### src/logic/scru_pkg.sv
// Package of types and constants for the signed compare and range unit.
package scru_pkg;

    // ===========================================================
    // Operation codes
    localparam logic [7:0] OP_LESS_EQUAL_WORD = 8'h36;
    localparam logic [7:0] OP_LESS_EQUAL_DOUBLE = 8'h4A;
    localparam logic [7:0] OP_LESS_THAN_WORD = 8'h38;
    localparam logic [7:0] OP_LESS_THAN_DOUBLE = 8'h4C;
    localparam logic [7:0] OP_RANGE_CHECK_INT = 8'h8C;
    localparam logic [7:0] OP_RANGE_CHECK_DOUBLE_SIGNED_INT = 8'h8D;
    localparam logic [7:0] OP_RANGE_CHECK_WORD = 8'h8E;

    // ===========================================================
    // Widths, fields and reset values
    localparam int WORD_W = 16;
    localparam int WORD_CNT = 6;
    localparam int LOW_WORD_LSB = 0;
    localparam int HIGH_WORD_LSB = 16;
    localparam logic RESULT_RESET = 1'b0;
    localparam logic [1:0] FETCH_LAT = 2'h1;

    // ===========================================================
    // Request and answer carriers
    typedef struct packed {
        logic enable;
        logic [7:0] opCode;
        logic [2:0] addrOne;
        logic [2:0] addrTwo;
        logic [2:0] addrThree;
    } scru_req_t;

    typedef struct packed {
        logic done;
        logic powerFlow;
        logic badOp;
    } scru_rsp_t;

    typedef struct packed {
        logic we;
        logic [2:0] addr;
        logic [15:0] data;
    } scru_wr_t;

    typedef enum logic [1:0] {
        ST_IDLE,
        ST_LOW,
        ST_HIGH,
        ST_EVAL
    } scru_state_t;

endpackage

### src/logic/scru_word_mem.sv
// Small operand word memory with registered read data.
`timescale 1ns/10ps
module scru_word_mem
    import scru_pkg::*;
#(
    parameter int DEPTH = 8
) (
    input wire logic clk,
    input wire scru_wr_t wr,
    input wire logic [$clog2(DEPTH)-1:0] rdAddr,
    output logic [WORD_W-1:0] rdData
);
    initial begin
        if (DEPTH < 2) begin
            $error("DEPTH must be at least 2");
        end
    end

    logic [WORD_W-1:0] mem [DEPTH];

    always_ff @(posedge clk) begin
        if (wr.we) begin
            mem[wr.addr[$clog2(DEPTH)-1:0]] <= wr.data;
        end
        rdData <= mem[rdAddr];
    end
endmodule

### src/logic/scru_top.sv
// Signed compare and range unit: operand fetch, decode and power-flow result.
`timescale 1ns/10ps
// Functional notes
// - Word less-or-equal compares 16-bit signed operands, output only when enabled.
// - Double less-or-equal compares 32-bit signed operands when enabled.
// - Double operand spans two words; lower address holds low half.
// - Code 54 is word less-or-equal, 74 is double less-or-equal.
// - Codes 140, 141, 142 are int, double_signed_int and word range checks.
// - Range output is 1 when input inside limits inclusive, else 0.
// - Either limit may be the smaller; result is the same.
// - Range supports int, double_signed_int and word types; int is the default.
// - Strict less-than stays low when operands are equal.
// - Code 56 is word less-than, 76 is double less-than.
module scru_top
    import scru_pkg::*;
#(
    parameter int DEPTH = 8
) (
    input wire logic clk,
    input wire logic rst_n,
    input wire scru_req_t req,
    input wire scru_wr_t wr,
    output scru_rsp_t rsp
);
    initial begin
        if (DEPTH != 8) begin
            $error("DEPTH must be 8 to match 3-bit operand addresses");
        end
    end

    // ===========================================================
    // State
    // Operands live in one flat vector so that the whole state stays a single packed struct.
    typedef struct packed {
        scru_state_t st;
        logic [7:0] op;
        logic [8:0] addrs;
        logic [1:0] idx;
        logic half;
        logic [95:0] vals;
        scru_rsp_t rsp;
    } scru_flat_t;

    scru_flat_t s_q;
    scru_flat_t s_d;
    logic [2:0] rdAddr;
    logic [WORD_W-1:0] rdData;

    scru_word_mem #(
        .DEPTH(DEPTH)
    ) u_mem (
        .clk(clk),
        .wr(wr),
        .rdAddr(rdAddr),
        .rdData(rdData)
    );

    // ===========================================================
    // Decode
    logic isDouble;
    logic isRange;
    logic isKnown;
    logic [1:0] opndCnt;

    always_comb begin
        isDouble = 1'b0;
        isRange = 1'b0;
        isKnown = 1'b1;
        case (s_q.op)
            OP_LESS_EQUAL_WORD, OP_LESS_THAN_WORD: begin
                isDouble = 1'b0;
            end
            OP_LESS_EQUAL_DOUBLE, OP_LESS_THAN_DOUBLE: begin
                isDouble = 1'b1;
            end
            OP_RANGE_CHECK_INT, OP_RANGE_CHECK_WORD: begin
                isRange = 1'b1;
            end
            OP_RANGE_CHECK_DOUBLE_SIGNED_INT: begin
                isRange = 1'b1;
                isDouble = 1'b1;
            end
            default: begin
                isKnown = 1'b0;
            end
        endcase
        opndCnt = isRange ? 2'h3 : 2'h2;
    end

    // ===========================================================
    // Evaluate
    logic [31:0] a;
    logic [31:0] b;
    logic [31:0] x;
    logic result;

    always_comb begin
        a = s_q.vals[31:0];
        b = s_q.vals[63:32];
        x = s_q.vals[95:64];
        result = 1'b0;
        case (s_q.op)
            OP_LESS_EQUAL_WORD: result = $signed(a[15:0]) <= $signed(b[15:0]);
            OP_LESS_EQUAL_DOUBLE: result = $signed(a) <= $signed(b);
            OP_LESS_THAN_WORD: result = $signed(a[15:0]) < $signed(b[15:0]);
            OP_LESS_THAN_DOUBLE: result = $signed(a) < $signed(b);
            OP_RANGE_CHECK_INT: begin
                result = ($signed(x[15:0]) >= $signed(a[15:0])
                          && $signed(x[15:0]) <= $signed(b[15:0]))
                      || ($signed(x[15:0]) >= $signed(b[15:0])
                          && $signed(x[15:0]) <= $signed(a[15:0]));
            end
            OP_RANGE_CHECK_DOUBLE_SIGNED_INT: begin
                result = ($signed(x) >= $signed(a) && $signed(x) <= $signed(b))
                      || ($signed(x) >= $signed(b) && $signed(x) <= $signed(a));
            end
            OP_RANGE_CHECK_WORD: begin
                result = (x[15:0] >= a[15:0] && x[15:0] <= b[15:0])
                      || (x[15:0] >= b[15:0] && x[15:0] <= a[15:0]);
            end
            default: result = 1'b0;
        endcase
    end

    // ===========================================================
    // Sequencer
    logic [2:0] curAddr;

    always_comb begin
        case (s_q.idx)
            2'h0: curAddr = s_q.addrs[2:0];
            2'h1: curAddr = s_q.addrs[5:3];
            default: curAddr = s_q.addrs[8:6];
        endcase
        rdAddr = curAddr + {2'h0, s_q.half};
    end

    always_comb begin
        s_d = s_q;
        s_d.rsp.done = 1'b0;
        case (s_q.st)
            ST_IDLE: begin
                if (req.enable) begin
                    s_d.op = req.opCode;
                    s_d.addrs = {req.addrThree, req.addrTwo, req.addrOne};
                    s_d.idx = 2'h0;
                    s_d.half = 1'b0;
                    s_d.vals = '0;
                    s_d.st = ST_LOW;
                end else begin
                    s_d.rsp.powerFlow = 1'b0;
                end
            end
            ST_LOW: begin
                // Memory read data appear one edge after the address.
                s_d.st = ST_HIGH;
            end
            ST_HIGH: begin
                if (!isKnown) begin
                    s_d.rsp.badOp = 1'b1;
                    s_d.rsp.powerFlow = 1'b0;
                    s_d.rsp.done = 1'b1;
                    s_d.st = ST_IDLE;
                end else begin
                    if (s_q.half) begin
                        s_d.vals[32*s_q.idx + 16 +: 16] = rdData;
                    end else if (isDouble) begin
                        s_d.vals[32*s_q.idx +: 16] = rdData;
                    end else begin
                        s_d.vals[32*s_q.idx +: 32] = {{16{rdData[15]}}, rdData};
                    end
                    if (isDouble && !s_q.half) begin
                        s_d.half = 1'b1;
                        s_d.st = ST_LOW;
                    end else if (s_q.idx + 2'h1 == opndCnt) begin
                        s_d.st = ST_EVAL;
                    end else begin
                        s_d.half = 1'b0;
                        s_d.idx = s_q.idx + 2'h1;
                        s_d.st = ST_LOW;
                    end
                end
            end
            ST_EVAL: begin
                s_d.rsp.badOp = 1'b0;
                s_d.rsp.powerFlow = result;
                s_d.rsp.done = 1'b1;
                s_d.st = ST_IDLE;
            end
            default: s_d.st = ST_IDLE;
        endcase
    end

    always_ff @(posedge clk) begin
        if (!rst_n) begin
            s_q <= '0;
            s_q.st <= ST_IDLE;
            s_q.rsp.powerFlow <= RESULT_RESET;
        end else begin
            s_q <= s_d;
        end
    end

    assign rsp = s_q.rsp;
endmodule

### config.mk
export PLATFORM = sky130hd
export DESIGN_NAME = scru_top
export DESIGN_NICKNAME = d
export VERILOG_FILES = /design/src/logic/scru_pkg.sv /design/src/logic/scru_word_mem.sv /design/src/logic/scru_top.sv
export SDC_FILE = /design/constraint.sdc
export NUM_CORES = 1
export LEC_CHECK = 0
export ABC_AREA = 1
export BUFFER_PORTS_ARGS = -buffer_cell sky130_fd_sc_hd__buf_2
export CORE_UTILIZATION = 66
export DETAILED_ROUTE_END_ITERATION = 12
export PLACE_DENSITY = 0.84
export REMOVE_ABC_BUFFERS = 1
export SLEW_MARGIN = 5
export SYNTH_ARGS = -nofsm -noshare
export SYNTH_HDL_FRONTEND = slang
export SYNTH_SLANG_ARGS = --single-unit
### constraint.sdc
create_clock -name clk -period 6 [get_ports clk]
set_input_delay 1.2 -clock clk [delete_from_list [all_inputs] [get_ports clk]]
set_output_delay 1.2 -clock clk [all_outputs]
set_load 0.05 [all_outputs]
==> impl_metrics.ini, run 1 <==
[drt]
wl_met2_mm = 15.98
ant_nets = 0
drt_iter0_drc = 954
first_pass_iters = 8
highest_layer = met4
wl_met1_mm = 13.24
route.detailed.drc = 0
wire_per_inst_um = 17.81
vias_per_cell = 5.934
dr_total_vias = 11220
wl_mm = 33.69
met3_length_mm = 2.677

[sta]
setup_viol = 0
worstMarginPinSlew_ns = 1.075
fin_skew_ns = 0.04901
hold_viol = 0
rsz0062_at_grt = no
holdWs_ns = 0.4731
period_needed_ns = 3.562
slew_headroom_pct = 28.07
max_freq_mhz = 280.8
post-route-period-util_pct = 59.36
drv_slew = 0
fin_tns_setup_ns = 0

[cts]
cts_num_sinks = 265
cts_setup_buffers = 0
root_buffer = clkbuf_16
clkTransAtPathRegs_ns = 0.07
htreeDepth = 1
numCtsBuffers = 28
cts_buffer_depth = 3
cts_resized = 0
hold_buffers = 0
clk_latency_ns = 0.58
cts_tree = done

[floorplanning]
io_pins = 43
die_h_um = 145.2
core-area_um2 = 20170
dieWidth_um = 145.2
num_rows = 52
initial_core_util_pct = 67.10
die-area_um2 = 21080

[synth]
ys_top_cells_by_count = 235 x a21oi_1, 208 x nand2_1, 193 x inv_1
synth_most_common_cell = a21oi_1
synthCells = 1588
ys_warn_count = 0
synth_area_leader_cell = edfxtp_1
async_reset_ff_share_pct = 0
avgSynthCellArea_um2 = 8.522
ys_seq_area_share_pct = 48.67
synth_seq_cells = 265
synth-edff-count = 128
ys_dominant_reg_cell = dfxtp_1
synth_top_area_share_pct = 28.40
synth.area.top_cells = edfxtp_1 28%, dfxtp_1 20%, ha_1 9.3%
netlist-cell-type-count = 44
synthesis.area_um2 = 13530

[global_route]
antenna_found_initial = 0
grt_pass1_vias = 10470
grt_max_degree = 71
grt_overflow = 0
grt_pass1_wl_mm = 53.05
grt_use_total_pct = 31.65

[run_status]
status = finished clean

[worst_setup_path]
reg2reg_depth = 11
required_ns = 6.44
cp.arrival_ns = 4.00
crit_path_max_fanout = 67
reg2reg_to = u_mem.rdData[15]
endpoint_kind = flip-flop
worstSetupStartpointType = flip-flop
r2r-start = s_q[100]
ff2ff_setup_slack_ns = 2.44
path_class = reg2reg

[cells_and_area]
diodes = 0
syn_to_final_growth_pct = 9.514
fin_util_pct = 73.48
nets = 1740
layout-drive-gt1-share_pct = 8.267

[worst_hold_path]
hold-path-cell-count = 2
hold_path_class = reg2reg
min_from = s_q[71]
hold_end = s_q[71]

[flow_run]
drv_cap = 0

[power]
p_per_area_nw_per_um2 = 331.8
ir_worst_vdd_v = 0.0003205
p_leak_nw = 6.303

[placement]
dp_hpwl_mm = 23.07
io_buffers = 42
place.gp.congestion = 0.9277
## cells in the final DEF (no fill, tap or decap), drive strengths merged
cell,synthesis,final
a21oi,237,237
nand2,211,211
inv,201,202
o21ai,166,166
nor2,161,161
dfxtp,137,137
edfxtp,128,128
ha,101,101
buf,26,57
nand3,43,43
nor3,39,39
clkbuf,50,37
o211ai,17,17
mux2i,16,16
a31oi,16,16
clkinv,3,14
nand4,13,13
o21a,5,5
a21o,4,4
nor4,3,3
bufinv,0,3
a211oi,2,2
nand3b,2,2
o211a,2,2
o22ai,1,1
xnor2,1,1
or2,1,1
and3,1,1
xor2,1,1
## cell type report
| cell class | count | area (um2) |
|---|---|---|
| well taps | 270 | 337.8 |
| inverters | 204 | 765.7 |
| clock inverters | 15 | 185.2 |
| multi-input cells | 1043 | 5848 |
| clock buffers | 37 | 774.5 |
| repair buffers | 57 | 322.8 |
| flip-flops and latches | 265 | 6586 |
| fillers | 1480 | 5349 |
## sequential cells by signal, summed over array words and instances (netlist names)
register      flops
s_q              54
a                32
rsp               3
b                32
u_mem.rdData     16
u_mem.mem       128
## worst max path at each step
stage                                   to  depth (start not counted)  startpoint
after floorplan           u_mem.rdData[14]                         10    s_q[100]
after global placement                a[1]                          8     req[17]
after detailed placement              a[3]                          8     req[17]
after CTS                 u_mem.rdData[15]                         11    s_q[100]
after global routing      u_mem.rdData[11]                         12    s_q[100]
final                     u_mem.rdData[15]                         11    s_q[100]
## per-stage QoR
stage / cells / worst slack [ns] / instance area (um2) / total power [mW]
after global routing: 1891 / 2.147 / 14820 / 5.111
final: 1891 / 2.438 / 14820 / 4.917
after detailed placement: 1839 / 2.164 / 13860 / 3.135
after floorplan: 1512 / 1.178 / 13180 / 2.785
after global placement: 1839 / 2.277 / 13860 / 3.092
after CTS: 1891 / 2.502 / 14820 / 4.891
## layer usage
layer	up-vias	track usage [%]
met3	134	4.843
met1	5160	40.24
met2	512	52.55
met5	-	0
met4	0	16.16
li1	5415	-
## kinds of logic (layout without fill, tap and decap cells)
family                     after synthesis  after routing  share of synthesized area (%)
DFF                                    265            265                          48.67
xor gates and xnor gates                 2              2                         0.1295
muxes                                   16             16                          1.183
AOI/OAI and AO/OA                      450            450                          17.59
and+or+nand+nor                        474            474                          14.82
adders and majority gates              101            101                          9.338
buffers and inverters                  280            313                          8.265
## power by group
part,switching (mW),internal (mW)
Clock,0.737,1.04
Combinational,0.684,0.308
Sequential,0.119,2.03
Total,1.54,3.38
## critical path, cell delays in order, from the launching register on
cell and delay [ns]:
dfxtp_1 0.33, clkinv_1 0.44, ha_1 0.52, nor2_1 0.19, nand2_1 0.08, nand3_1 0.11
ha_4 0.59, buf_4 0.53, mux2i_1 0.25, o21ai_0 0.11, nor2_1 0.16, a31oi_1 0.07
(Power assumes the default switching activity.)
==> run 2: changes to the inputs <==
Settings changed: ABC_AREA 1 to 0, CORE_UTILIZATION 66 to 57, PLACE_DENSITY 0.84 to 0.77.
Clock period 6 ns to 3.1 ns, I/O delays scaled along.
==> run 2 against run 1 <==
  * Design area decreased by 0.73%
  * Sequential share of layout area grew 0.33 points
  * Sequential cell count unchanged
  * Setup slack got worse by 2.2 ns
  * Critical endpoint is now u_mem.rdData[10]
==> impl_metrics.ini, run 2 <==
[cells_and_area]
fin_util_pct = 64.59
layout-drive-gt1-share_pct = 13.77
fillCellCount = 1751
mostFrequentLayoutCells = 144 x nand2_1, 137 x dfxtp_1, 128 x edfxtp_1, 100 x ha_1, 80 x nand3_1
largest_reg_flops = 128
syn_to_final_growth_pct = 10.15
nets = 1420
multi_input_area_um2 = 6225
mostFrequentLayoutCell = nand2_1
register_area_um2 = 6586
stdcell_count = 1614

[synth]
async_reset_ff_share_pct = 0
synth_top_area_share_pct = 28.78
ys_top_cells_by_count = 144 x nand2_1, 137 x dfxtp_1, 128 x edfxtp_1
synth_most_common_cell = nand2_1
synth_area_leader_cell = edfxtp_1
synth.area.top_cells = edfxtp_1 29%, dfxtp_1 21%, ha_1 9.5%
ys_seq_area_share_pct = 49.31
netlist-cell-type-count = 72
ys_warn_count = 0
synth-edff-count = 128
avgSynthCellArea_um2 = 10.68
ys_dominant_reg_cell = dfxtp_1
synthesis.area_um2 = 13360
synth_seq_cells = 265
synthCells = 1251

[sta]
worstMarginPinSlew_ns = 0.8497
slew_headroom_pct = 43.35
setup_viol = 0
fin_skew_ns = 0.009915
drv_slew = 0
rsz0062_at_grt = no
hold_viol = 0
period_needed_ns = 2.824
post-route-period-util_pct = 91.09
max_freq_mhz = 354.1

[flow_run]
drv_cap = 0

[power]
p_leak_nw = 5.259
p_int_mw = 5.736
p_clk_share_pct = 39.0
p_per_area_nw_per_um2 = 522.3
ir_worst_vdd_v = 0.0006113
seqPwrFrac_pct = 50.7
switching_share_pct = 25.34
p_sw_mw = 1.947
comb_power_share_pct = 10.3

[cts]
clk_latency_ns = 0.55
cts_tree = done
root_buffer = clkbuf_16
clkTransAtPathRegs_ns = 0.07
hold_buffers = 0
htreeDepth = 1
cts_setup_buffers = 0
cts_num_sinks = 265
numCtsBuffers = 27
cts_resized = 0
cts_buffer_depth = 3

[global_route]
grt_pass1_vias = 9724
grt_use_total_pct = 27.72
grt_overflow = 0
grt_pass1_wl_mm = 51.76
antenna_found_initial = 1
grt_max_degree = 62

[drt]
ant_nets = 0
wire_per_inst_um = 19.95
dr_total_vias = 9671
drt_iter0_drc = 716
wl_mm = 32.20
route.detailed.drc = 0
vias_per_cell = 5.992
first_pass_iters = 5

[placement]
dp_hpwl_mm = 21.35
dp.cells = 1563
io_buffers = 42
place.gp.congestion = 0.9175

[worst_setup_path]
ff2ff_setup_slack_ns = 0.28
endpoint_kind = flip-flop
path_class = reg2reg
crit_path_max_fanout = 32
cp.arrival_ns = 3.25
reg2reg_depth = 8
r2r-start = s_q[100]
required_ns = 3.53
worstSetupStartpointType = flip-flop
reg2reg_to = u_mem.rdData[10]

[worst_hold_path]
min_from = req[10]
hold-path-cell-count = 3
hold_end = s_q[112]
hold_path_class = in2reg

[floorplanning]
dieWidth_um = 155.1
initial_core_util_pct = 58.64
die-area_um2 = 24050
num_rows = 55
core-area_um2 = 22780
die_h_um = 155.1
io_pins = 43

[run_status]
status = finished clean
-- run 2: worst max-delay path: stages (launching register included) --
cell,delay (ns)
dfxtp_1,0.45
clkinv_1,0.13
ha_1,0.34
a22oi_1,0.20
nand2_1,0.08
ha_2,0.35
buf_12,0.25
mux4_2,0.57
mux2_2,0.29
-- run 2: worst max path at each step --
stage / start / to / slack (ns) / cells past startpoint
2_1_floorplan: s_q[100] / u_mem.rdData[0] / -1.12 / 9
3_3_place_gp: s_q[114] / s_q[93] / 0.44 / 7
3_5_place_dp: s_q[100] / u_mem.rdData[10] / 0.29 / 8
4_1_cts: s_q[100] / u_mem.rdData[10] / 0.26 / 8
5_1_grt: s_q[100] / u_mem.rdData[10] / 0.12 / 8
6_report: s_q[100] / u_mem.rdData[10] / 0.28 / 8
-- run 2: cell type report --
| cell class | instances | area share (%) |
|---|---|---|
| Antenna cell | 1 | 0.01701 |
| Clock buffer | 32 | 4.720 |
| Multi-Input combinational cell | 846 | 42.31 |
| Tap cell | 313 | 2.662 |
| Clock inverter | 18 | 0.7569 |
| Sequential cell | 265 | 44.77 |
| Timing Repair Buffer | 69 | 2.977 |
| Inverter | 70 | 1.786 |
-- run 2: power groups by stage --
stage	registers [mW]	clock network [mW]	logic, mW
6_report	3.90	3.00	0.790
5_1_grt	3.91	3.18	0.858
4_1_cts	3.89	3.04	0.785
3_5_place_dp	3.97	0	0.777
3_3_place_gp	3.97	0	0.754
2_1_floorplan	3.93	0	0.505
-- run 2: stage by stage --
step | setup TNS, ns | total power, mW | instance area, um2 | hold WS (ns) | setup WS [ns]
after detailed placement | 0 | 4.743 | 13900 | 0.4423 | 0.2861
after global placement | 0 | 4.720 | 13900 | 0.4389 | 0.4408
after CTS | 0 | 7.720 | 14710 | 0.2986 | 0.2555
after floorplan | -17.88 | 4.433 | 13050 | 0.4308 | -1.118
final | 0 | 7.684 | 14710 | 0.3157 | 0.2761
after global routing | 0 | 7.940 | 14710 | 0.3127 | 0.1179
-- run 2: cell families (layout without fill, tap and decap cells) --
kind of cell | Yosys count | after routing | share of synthesized area, %
DFF | 265 | 265 | 49.31
and+or+nand+nor | 433 | 433 | 16.63
adders and majority gates | 101 | 101 | 9.461
xor gates and xnor gates | 6 | 6 | 0.3934
muxes | 51 | 51 | 6.988
buffers and inverters | 140 | 189 | 4.281
other | 0 | 1 | 0
AOI/OAI and AO/OA | 255 | 255 | 12.94
-- run 2: metal layers --
layer,vias to the layer above,part of all wire [%],global-route usage [%]
met4,0,4.0,12.45
met2,363,47,46.05
li1,4588,-,-
met5,-,0,0
met3,85,7.1,4.039
met1,4635,42,36.09
